### src/verilog/pmcfg_pkg.sv
// Purpose: constants for the power-management configuration register slice
// Assumes: 8-bit registers on a plain strobe port, 10 MHz clock
// Notes: power-up defaults are loaded from otp inputs after reset release
`default_nettype none
package pmcfg_pkg;
    localparam logic [7:0] ADDR_OUT_CTRL2 = 8'h10;
    localparam logic [7:0] ADDR_CONFIG = 8'h11;
    localparam logic [7:0] ADDR_PLL_CTRL = 8'h12;
    localparam logic [7:0] ADDR_PG_CTRL = 8'h13;
    localparam logic [7:0] ADDR_IRQ_STAT = 8'h20;
    localparam logic [7:0] ADDR_IRQ_MASK = 8'h21;
    localparam logic [7:0] RST_OUT_CTRL2 = 8'h0a;
    localparam logic [7:0] RST_CONFIG = 8'h3c;
    localparam logic [7:0] RST_PLL_CTRL = 8'h02;
    localparam logic [7:0] RST_PG_CTRL = 8'h00;
    localparam logic [7:0] MASK_OUT_CTRL2 = 8'h3f;
    localparam logic [7:0] MASK_PLL_CTRL = 8'h5f;
    localparam logic [7:0] MASK_PG_CTRL = 8'h7f;
    localparam int CFG_START_RANGE = 7;
    localparam int CFG_STOP_RANGE = 6;
    localparam int CFG_CLK_PD = 5;
    localparam int CFG_IN3_PD = 4;
    localparam int CFG_IN2_PD = 3;
    localparam int CFG_IN1_PD = 2;
    localparam int CFG_WARN = 1;
    localparam int CFG_SPREAD = 0;
    localparam int PLL_ON = 6;
    localparam int PLL_FRAC = 5;
    localparam logic [4:0] RATE_MAX = 5'h17;
    localparam int OC2_PIN_SEL = 5;
    localparam int OC2_OD = 3;
    localparam int OC2_SRC_LO = 1;
    localparam int OC2_LEVEL = 0;
    localparam int PG_METHOD = 6;
    localparam int IRQ_CLK = 0;
    localparam int IRQ_PG = 1;
    localparam int CLK_HZ = 10_000_000;
    localparam int STEP_SHORT_US = 500;
    localparam int STEP_LONG_US = 1000;
    localparam int STEP_SHORT_CYC = (CLK_HZ / 1000) * STEP_SHORT_US / 1000;
    localparam int STEP_LONG_CYC = (CLK_HZ / 1000) * STEP_LONG_US / 1000;
    localparam int TEMP_WARN_LOW_C = 125;
    localparam int TEMP_WARN_HIGH_C = 140;
    localparam logic [7:0] WARN_LOW = 8'(TEMP_WARN_LOW_C);
    localparam logic [7:0] WARN_HIGH = 8'(TEMP_WARN_HIGH_C);
    typedef enum logic [1:0] {
        DLY_IDLE = 2'b00,
        DLY_RUN = 2'b01,
        DLY_DONE = 2'b10
    } pmcfg_dly_t;
endpackage
`default_nettype wire

### src/verilog/pmcfg_top.sv
// Purpose: configuration registers, output-three drive, pull-downs, pll and monitor controls
// Assumes: host keeps fractional bit 0 and changes rate code only with pll off
// Notes: otp defaults are captured on the first cycle after the synchronised reset release
`default_nettype none
module pmcfg_top
    import pmcfg_pkg::*;
(
    // clock and reset
    input wire logic clk,
    input wire logic rst_n,
    // register port
    input wire logic [7:0] reg_addr,
    input wire logic [7:0] reg_wdata,
    input wire logic reg_wr,
    input wire logic reg_rd,
    output logic [7:0] reg_rdata,
    // otp defaults
    input wire logic [7:0] otp_out_ctrl2,
    input wire logic [7:0] otp_config,
    input wire logic [7:0] otp_pll_ctrl,
    input wire logic [7:0] otp_pg_ctrl,
    // pins and events
    input wire logic enable_input_one,
    input wire logic enable_input_two,
    input wire logic enable_input_three,
    input wire logic ext_clock_present,
    input wire logic pg_fault_event,
    input wire logic startup_ctrl,
    // shared pin output three
    output logic general_output_three,
    output logic general_output_three_oe_n,
    // analog controls
    output logic ext_clock_pin_pulldown,
    output logic enable_three_pulldown,
    output logic enable_two_pulldown,
    output logic enable_one_pulldown,
    output logic [7:0] thermal_warning_threshold,
    output logic spread_modulation_on,
    output logic pll_run,
    output logic use_ext_clock,
    output logic [4:0] input_clock_rate_code,
    output logic rate_code_reserved,
    output logic supply_check_method,
    output logic [5:0] supply_check_enables,
    output logic startup_done,
    output logic irq
);
    import pmcfg_pkg::*;

    logic [1:0] rst_sync_ff;
    logic rst_int_n;
    logic loaded_ff;
    logic [7:0] out_ctrl2_ff, config_ff, pll_ctrl_ff, pg_ctrl_ff;
    logic [7:0] irq_stat_ff, irq_mask_ff;
    logic [2:0] en_s1_ff, en_s2_ff;
    logic clk_s1_ff, clk_s2_ff, clk_s3_ff;
    logic pg_s1_ff, pg_s2_ff;
    logic st_s1_ff, st_s2_ff, st_s3_ff;
    logic [7:0] nxt_rdata;
    logic nxt_pin;
    logic clk_evt, pg_evt, pg_wr_change;
    logic [7:0] set_bits;
    pmcfg_dly_t dly_state_ff;
    logic [3:0] dly_steps_ff;
    logic [13:0] dly_cyc_ff;

    function automatic logic wr_hit(input logic [7:0] a);
        return reg_wr && (reg_addr == a);
    endfunction

    always_ff @(posedge clk or negedge rst_n) begin
        if (!rst_n) begin
            rst_sync_ff <= 2'b00;
        end else begin
            rst_sync_ff <= {rst_sync_ff[0], 1'b1};
        end
    end
    assign rst_int_n = rst_sync_ff[1];

    // input synchronisers
    always_ff @(posedge clk or negedge rst_int_n) begin
        if (!rst_int_n) begin
            en_s1_ff <= 3'b000;
            en_s2_ff <= 3'b000;
            clk_s1_ff <= 1'b0;
            clk_s2_ff <= 1'b0;
            clk_s3_ff <= 1'b0;
            pg_s1_ff <= 1'b0;
            pg_s2_ff <= 1'b0;
            st_s1_ff <= 1'b0;
            st_s2_ff <= 1'b0;
            st_s3_ff <= 1'b0;
        end else begin
            en_s1_ff <= {enable_input_three, enable_input_two, enable_input_one};
            en_s2_ff <= en_s1_ff;
            clk_s1_ff <= ext_clock_present;
            clk_s2_ff <= clk_s1_ff;
            clk_s3_ff <= clk_s2_ff;
            pg_s1_ff <= pg_fault_event;
            pg_s2_ff <= pg_s1_ff;
            st_s1_ff <= startup_ctrl;
            st_s2_ff <= st_s1_ff;
            st_s3_ff <= st_s2_ff;
        end
    end

    // configuration registers, otp load then host writes
    always_ff @(posedge clk or negedge rst_int_n) begin
        if (!rst_int_n) begin
            loaded_ff <= 1'b0;
            out_ctrl2_ff <= RST_OUT_CTRL2;
            config_ff <= RST_CONFIG;
            pll_ctrl_ff <= RST_PLL_CTRL;
            pg_ctrl_ff <= RST_PG_CTRL;
        end else if (!loaded_ff) begin
            loaded_ff <= 1'b1;
            out_ctrl2_ff <= otp_out_ctrl2 & MASK_OUT_CTRL2;
            config_ff <= otp_config;
            pll_ctrl_ff <= otp_pll_ctrl & MASK_PLL_CTRL;
            pg_ctrl_ff <= otp_pg_ctrl & MASK_PG_CTRL;
        end else begin
            if (wr_hit(ADDR_OUT_CTRL2)) begin
                out_ctrl2_ff <= reg_wdata & MASK_OUT_CTRL2;
            end
            if (wr_hit(ADDR_CONFIG)) begin
                config_ff <= reg_wdata;
            end
            if (wr_hit(ADDR_PLL_CTRL)) begin
                // fractional bit held at 0 regardless of host
                pll_ctrl_ff <= reg_wdata & MASK_PLL_CTRL;
            end
            if (wr_hit(ADDR_PG_CTRL)) begin
                pg_ctrl_ff <= reg_wdata & MASK_PG_CTRL;
            end
        end
    end

    // interrupt events
    assign clk_evt = pll_ctrl_ff[PLL_ON] && (clk_s2_ff != clk_s3_ff);
    assign pg_wr_change = loaded_ff && wr_hit(ADDR_PG_CTRL)
        && ((reg_wdata & MASK_PG_CTRL) != pg_ctrl_ff);
    assign pg_evt = pg_wr_change || pg_s2_ff;
    always_comb begin
        set_bits = 8'h00;
        set_bits[IRQ_CLK] = clk_evt;
        set_bits[IRQ_PG] = pg_evt;
    end

    always_ff @(posedge clk or negedge rst_int_n) begin
        if (!rst_int_n) begin
            irq_stat_ff <= 8'h00;
        end else if (reg_rd && reg_addr == ADDR_IRQ_STAT) begin
            irq_stat_ff <= set_bits;
        end else begin
            irq_stat_ff <= irq_stat_ff | set_bits;
        end
    end

    always_ff @(posedge clk or negedge rst_int_n) begin
        if (!rst_int_n) begin
            irq_mask_ff <= 8'h00;
        end else if (wr_hit(ADDR_IRQ_MASK)) begin
            irq_mask_ff <= reg_wdata & 8'h03;
        end
    end

    // read data
    always_comb begin
        case (reg_addr)
            ADDR_OUT_CTRL2: nxt_rdata = out_ctrl2_ff;
            ADDR_CONFIG: nxt_rdata = config_ff;
            ADDR_PLL_CTRL: nxt_rdata = pll_ctrl_ff;
            ADDR_PG_CTRL: nxt_rdata = pg_ctrl_ff;
            ADDR_IRQ_STAT: nxt_rdata = irq_stat_ff;
            ADDR_IRQ_MASK: nxt_rdata = irq_mask_ff;
            default: nxt_rdata = 8'h00;
        endcase
    end

    always_ff @(posedge clk or negedge rst_int_n) begin
        if (!rst_int_n) begin
            reg_rdata <= 8'h00;
        end else begin
            reg_rdata <= reg_rd ? nxt_rdata : 8'h00;
        end
    end

    // output three drive source
    always_comb begin
        case (out_ctrl2_ff[OC2_SRC_LO +: 2])
            2'b00: nxt_pin = out_ctrl2_ff[OC2_LEVEL];
            2'b01: nxt_pin = out_ctrl2_ff[OC2_LEVEL] & en_s2_ff[0];
            2'b10: nxt_pin = out_ctrl2_ff[OC2_LEVEL] & en_s2_ff[1];
            2'b11: nxt_pin = out_ctrl2_ff[OC2_LEVEL] & en_s2_ff[2];
            default: nxt_pin = 1'b0;
        endcase
    end

    // startup delay timer, step unit from range bit
    always_ff @(posedge clk or negedge rst_int_n) begin
        if (!rst_int_n) begin
            dly_state_ff <= DLY_IDLE;
            dly_steps_ff <= 4'h0;
            dly_cyc_ff <= 14'h0000;
        end else begin
            case (dly_state_ff)
                DLY_IDLE: begin
                    if (st_s2_ff && !st_s3_ff) begin
                        dly_state_ff <= DLY_RUN;
                        dly_steps_ff <= 4'h0;
                        dly_cyc_ff <= 14'h0000;
                    end
                end
                DLY_RUN: begin
                    if (!st_s2_ff) begin
                        dly_state_ff <= DLY_IDLE;
                    end else if (dly_steps_ff == out_ctrl2_ff[7:4]) begin
                        dly_state_ff <= DLY_DONE;
                    end else if (dly_cyc_ff == (config_ff[CFG_START_RANGE]
                            ? 14'(STEP_LONG_CYC - 1) : 14'(STEP_SHORT_CYC - 1))) begin
                        dly_cyc_ff <= 14'h0000;
                        dly_steps_ff <= dly_steps_ff + 4'h1;
                    end else begin
                        dly_cyc_ff <= dly_cyc_ff + 14'h0001;
                    end
                end
                DLY_DONE: begin
                    if (!st_s2_ff) begin
                        dly_state_ff <= DLY_IDLE;
                    end
                end
                default: dly_state_ff <= DLY_IDLE;
            endcase
        end
    end

    // registered outputs
    always_ff @(posedge clk or negedge rst_int_n) begin
        if (!rst_int_n) begin
            general_output_three <= 1'b0;
            general_output_three_oe_n <= 1'b1;
            ext_clock_pin_pulldown <= 1'b1;
            enable_three_pulldown <= 1'b1;
            enable_two_pulldown <= 1'b1;
            enable_one_pulldown <= 1'b1;
            thermal_warning_threshold <= WARN_LOW;
            spread_modulation_on <= 1'b0;
            pll_run <= 1'b0;
            use_ext_clock <= 1'b0;
            input_clock_rate_code <= 5'h02;
            rate_code_reserved <= 1'b0;
            supply_check_method <= 1'b0;
            supply_check_enables <= 6'h00;
            startup_done <= 1'b0;
            irq <= 1'b0;
        end else begin
            general_output_three <= nxt_pin;
            // pin driven only as output three; open-drain releases on high
            general_output_three_oe_n <= !(out_ctrl2_ff[OC2_PIN_SEL]
                && !(out_ctrl2_ff[OC2_OD] && nxt_pin));
            ext_clock_pin_pulldown <= config_ff[CFG_CLK_PD];
            enable_three_pulldown <= config_ff[CFG_IN3_PD];
            enable_two_pulldown <= config_ff[CFG_IN2_PD];
            enable_one_pulldown <= config_ff[CFG_IN1_PD];
            thermal_warning_threshold <= config_ff[CFG_WARN] ? WARN_HIGH : WARN_LOW;
            spread_modulation_on <= config_ff[CFG_SPREAD];
            pll_run <= pll_ctrl_ff[PLL_ON];
            use_ext_clock <= pll_ctrl_ff[PLL_ON] && clk_s2_ff
                && !out_ctrl2_ff[OC2_PIN_SEL];
            input_clock_rate_code <= pll_ctrl_ff[4:0];
            rate_code_reserved <= pll_ctrl_ff[4:0] > RATE_MAX;
            supply_check_method <= pg_ctrl_ff[PG_METHOD];
            supply_check_enables <= pg_ctrl_ff[5:0];
            startup_done <= dly_state_ff == DLY_DONE;
            irq <= |((irq_stat_ff | set_bits) & irq_mask_ff);
        end
    end

    // shutdown range bit is stored and passed with the config word
    // rate code changes rely on host keeping the pll off

    clk_irq_a: assert property (@(posedge clk) disable iff (!rst_int_n)
        (pll_ctrl_ff[PLL_ON] && clk_s2_ff != clk_s3_ff && !(reg_rd && reg_addr == ADDR_IRQ_STAT))
        |=> irq_stat_ff[IRQ_CLK]) else $error("clock event lost");
    pin_src_a: assert property (@(posedge clk) disable iff (!rst_int_n)
        (out_ctrl2_ff[2:1] == 2'b01 && !en_s2_ff[0]) |=> !general_output_three)
        else $error("source gating wrong");
    warn_lvl_a: assert property (@(posedge clk) disable iff (!rst_int_n)
        config_ff[CFG_WARN] |=> thermal_warning_threshold == WARN_HIGH)
        else $error("warning level wrong");
    pull_dn_a: assert property (@(posedge clk) disable iff (!rst_int_n)
        ##1 ext_clock_pin_pulldown == $past(config_ff[CFG_CLK_PD])
        && enable_one_pulldown == $past(config_ff[CFG_IN1_PD]))
        else $error("pull-down wrong");
    frac_zero_a: assert property (@(posedge clk) disable iff (!rst_int_n)
        !pll_ctrl_ff[PLL_FRAC]) else $error("fractional bit set");
    pll_off_a: assert property (@(posedge clk) disable iff (!rst_int_n)
        !pll_ctrl_ff[PLL_ON] |=> !use_ext_clock)
        else $error("ext clock with pll off");
    pg_chg_a: assert property (@(posedge clk) disable iff (!rst_int_n)
        pg_wr_change |=> irq_stat_ff[IRQ_PG]) else $error("monitor change lost");
    rsvd_code_a: assert property (@(posedge clk) disable iff (!rst_int_n)
        (pll_ctrl_ff[4:0] > RATE_MAX) |=> rate_code_reserved)
        else $error("reserved code missed");
endmodule
`default_nettype wire

### config.mk
export PLATFORM = sky130hd
export DESIGN_NAME = pmcfg_top
export DESIGN_NICKNAME = d
export VERILOG_FILES = /design/src/verilog/pmcfg_pkg.sv /design/src/verilog/pmcfg_top.sv
export SDC_FILE = /design/constraint.sdc
export NUM_CORES = 1
export LEC_CHECK = 0
export ABC_AREA = 1
export BUFFER_PORTS_ARGS = -buffer_cell sky130_fd_sc_hd__buf_2
export CORE_ASPECT_RATIO = 1.75
export CORE_MARGIN = 2
export CORE_UTILIZATION = 45
export CTS_CLUSTER_SIZE = 25
export DETAILED_ROUTE_END_ITERATION = 8
export MAX_ROUTING_LAYER = met4
export PLACE_DENSITY = 0.68
export SYNTH_ARGS = -nofsm -noshare
export SYNTH_HDL_FRONTEND = slang
export SYNTH_SLANG_ARGS = --single-unit
### constraint.sdc
create_clock -name clk -period 3.3 [get_ports clk]
set_input_delay 0.66 -clock clk [delete_from_list [all_inputs] [get_ports clk]]
set_output_delay 0.66 -clock clk [all_outputs]
set_load 0.005 [all_outputs]
==> results.cfg <==
[timing]
tightest_slew_ns = 0.571
relSlewSlack = 0.616
finalSetupViolCount = 0
max_freq_ghz = 0.510
min_period_ns = 1.96
final_hold_viol_count = 0
period_share = 0.594
finClkSkew_ns = 0.00534
tns_ns = 0
maxSlewViolCount = 0
rsz0062_at_grt = false

[global_route]
grt_pass1_wl_microns = 17000
antenna_found_initial = 0
grt_pass1_vias = 3658
track_usage = 0.212
overflow = 0
grt_max_degree = 71

[worst_setup_path]
worstSetupPathType = flop to flop
r2r-start = dly_state_ff[1]
timing.critical_path.mode_cell = nand2_1
critPathMaxFanout = 17
critPathRequiredTime_ns = 3.52
timing.rr.end = dly_steps_ff[2]
worstPathArrival_ns = 2.18
max_stage_delay_ns = 0.38
crit_path_cell_trace = inv_1 -> nand2_1 -> inv_1 -> nand2_1 -> o21bai_1 -> nand2_2 -> nand2_2 -> nand2_1 -> o21ai_0
cp_slowest_cell = dfrtp_1
rr_worst_depth = 9
crit_path_start_kind = flop
reg2reg_setup_slack_ns = 1.34
critPathCaptureType = flop

[clocking]
clk_latency_ns = 0.35
clockBufferDepth = 2
cts_buffers = 9
cts_root_buf = clkbuf_16
post_cts_resized = 0
tritoncts = done
cts.clk_slew.worst_paths_ns = 0.07
post_cts_buffers = 0
htreeDepth = 3
cts-hold-fix-buffers = 0
cts.sinks = 102

[floorplanning]
coreArea_sq_mm = 0.00991
start_util = 0.463
die-area_sq_mm = 0.0111
die_h_microns = 138
ios = 98
rows = 48
die_w_microns = 80.4

[yosys]
syn_avg_cell_area_sq_um = 8.73
ys_warn_count = 0
yosysTopAreaCellShare = 0.480
synth_cell_type_count = 39
syn_area_sq_mm = 0.00459
synth.ff_latch_count = 102
yosys-top-cells-area = dfrtp_1, nand2_1, dfstp_2, inv_1, nor2_1
synth_edf_count = 0
synth_common_cells = nand2_1, dfrtp_1, inv_1
async_reset_ff_frac = 1.00
yosysTopAreaCell = dfrtp_1
synthFlopType = dfrtp_1
yosysMostFrequentCell = nand2_1
syn_inst = 526
seq_area_frac_synth = 0.560

[drt]
wl_per_cell_microns = 13.9
drt_iter0_markers = 202
firstDrtPassIters = 4
vias = 3619
finalWirelength_microns = 10400
via_per_inst = 4.86
drcViolationCount = 0
ant_nets = 0

[final_layout]
regArea_sq_mm = 0.00257
fillers = 907
syn2layout_area_growth_pct = 17.9
drive_gt1_frac = 0.237
nets = 674
layoutNonFillerInstCount = 744
diodes = 0
multiInputGateArea_sq_mm = 0.00166

[pwr]
max-vdd-ir-drop_mv = 0.309
comb_power_share = 0.126
p_leak_nw = 2.74
power_frac_clock = 0.369
p_sw_mw = 0.794
power_switching_share = 0.274
p_seq_frac = 0.505
p_per_area_mw_per_mm2 = 535
internal_power_mw = 2.10

[placed_design]
dpl.cell_count = 728
io_buffers = 89
place.gp.congestion = 0.868
dp_hpwl_microns = 7890

[min_path]
min_path_type = primary input to asynchronous set/reset pin

[job]
drv_cap = 0

[run_status]
status = finished clean
power groups by stage:
stage	combinational, mW	clock (mW)	sequential (mW)
2_1_floorplan	0.237	0	1.47
3_3_place_gp	0.358	0	1.48
3_5_place_dp	0.368	0	1.48
4_1_cts	0.369	1.08	1.46
5_1_grt	0.422	1.14	1.48
6_report	0.364	1.07	1.46
registers in the layout (all words and copies together) (netlist names), 2 cells and up:
| signal | count |
|---|---|
| dly_cyc_ff | 14 |
| supply_check_enables | 6 |
| input_clock_rate_code | 5 |
| out_ctrl2_ff | 6 |
| config_ff | 8 |
| irq_stat_ff | 2 |
| en_s1_ff | 3 |
| pll_ctrl_ff | 6 |
| rst_sync_ff | 2 |
| irq_mask_ff | 2 |
| reg_rdata | 8 |
| dly_steps_ff | 4 |
| pg_ctrl_ff | 7 |
| thermal_warning_threshold | 2 |
| dly_state_ff | 2 |
| en_s2_ff | 3 |
layout make-up:
| cell class | count | area share |
|---|---|---|
| Clock inverter | 7 | 0.0139 |
| Multi-Input combinational cell | 343 | 0.306 |
| Clock buffer | 9 | 0.0416 |
| Tap cell | 125 | 0.0289 |
| Inverter | 67 | 0.0465 |
| Timing Repair Buffer | 91 | 0.0874 |
| Sequential cell | 102 | 0.476 |
worst max-delay path, delay by kind of cell (launching register included):
| family | cells | cell delay (ns) |
|---|---|---|
| and+or+nand+nor | 5 | 0.81 |
| DFF | 1 | 0.38 |
| AOI/OAI and AO/OA | 2 | 0.28 |
| buffers and inverters | 2 | 0.36 |
through the flow:
step	hold slack, ns	cell area (sq um)	util	power [mW]	setup slack (ns)
global placement	0.273	5110	0.516	1.84	1.07
global route	0.0679	5410	0.546	3.04	1.10
detailed placement	0.280	5110	0.516	1.85	1.05
finish	0.0825	5410	0.546	2.89	1.34
CTS	0.0766	5410	0.546	2.91	1.32
floorplan	0.331	4600	-	1.71	0.273
per-layer routing:
metal | vias to the layer above | part of all wire | track usage
li1 | 1818 | - | -
met1 | 1656 | 0.39 | 0.231
met2 | 114 | 0.52 | 0.354
met3 | 31 | 0.046 | 0.0433
met4 | 0 | 0.047 | 0.121
met5 | - | 0 | -
kinds of logic (layout without fill, tap and decap cells):
family / Yosys count / in the layout / synth area share
AOI/OAI and AO/OA: 76 / 76 / 0.103
xor gates and xnor gates: 6 / 6 / 0.0114
adders and majority gates: 2 / 2 / 0.00545
buffers and inverters: 84 / 174 / 0.0820
DFF: 102 / 102 / 0.560
other: 2 / 5 / 0.00164
and+or+nand+nor: 254 / 254 / 0.236
cells in the final DEF, fill, tap and decap left out, drive strengths merged, types with 5 or more instances in the layout:
master / synthesis / layout
nand2: 149 / 149
buf: 14 / 91
dfrtp: 88 / 88
inv: 66 / 66
nor2: 65 / 65
o21ai: 30 / 30
nand3: 24 / 24
a21oi: 21 / 21
dfstp: 14 / 14
clkbuf: 3 / 9
a31oi: 8 / 8
nor3: 7 / 7
nand4: 6 / 6
o21a: 6 / 6
conb: 2 / 5
worst max-delay path by stage:
stage                                from         endpoint  slack [ns]  depth (start not counted)
final                     dly_state_ff[1]  dly_steps_ff[2]        1.34                          9
after CTS                 dly_state_ff[1]  dly_steps_ff[0]        1.32                          9
after global routing      dly_state_ff[1]  dly_steps_ff[1]        1.10                          9
after detailed placement      reg_addr[5]  out_ctrl2_ff[0]        1.05                          8
after floorplan            rst_sync_ff[1]        clk_s1_ff        0.27                          0
after global placement        reg_addr[5]  out_ctrl2_ff[0]        1.07                          8
(Power assumes the default switching activity.)
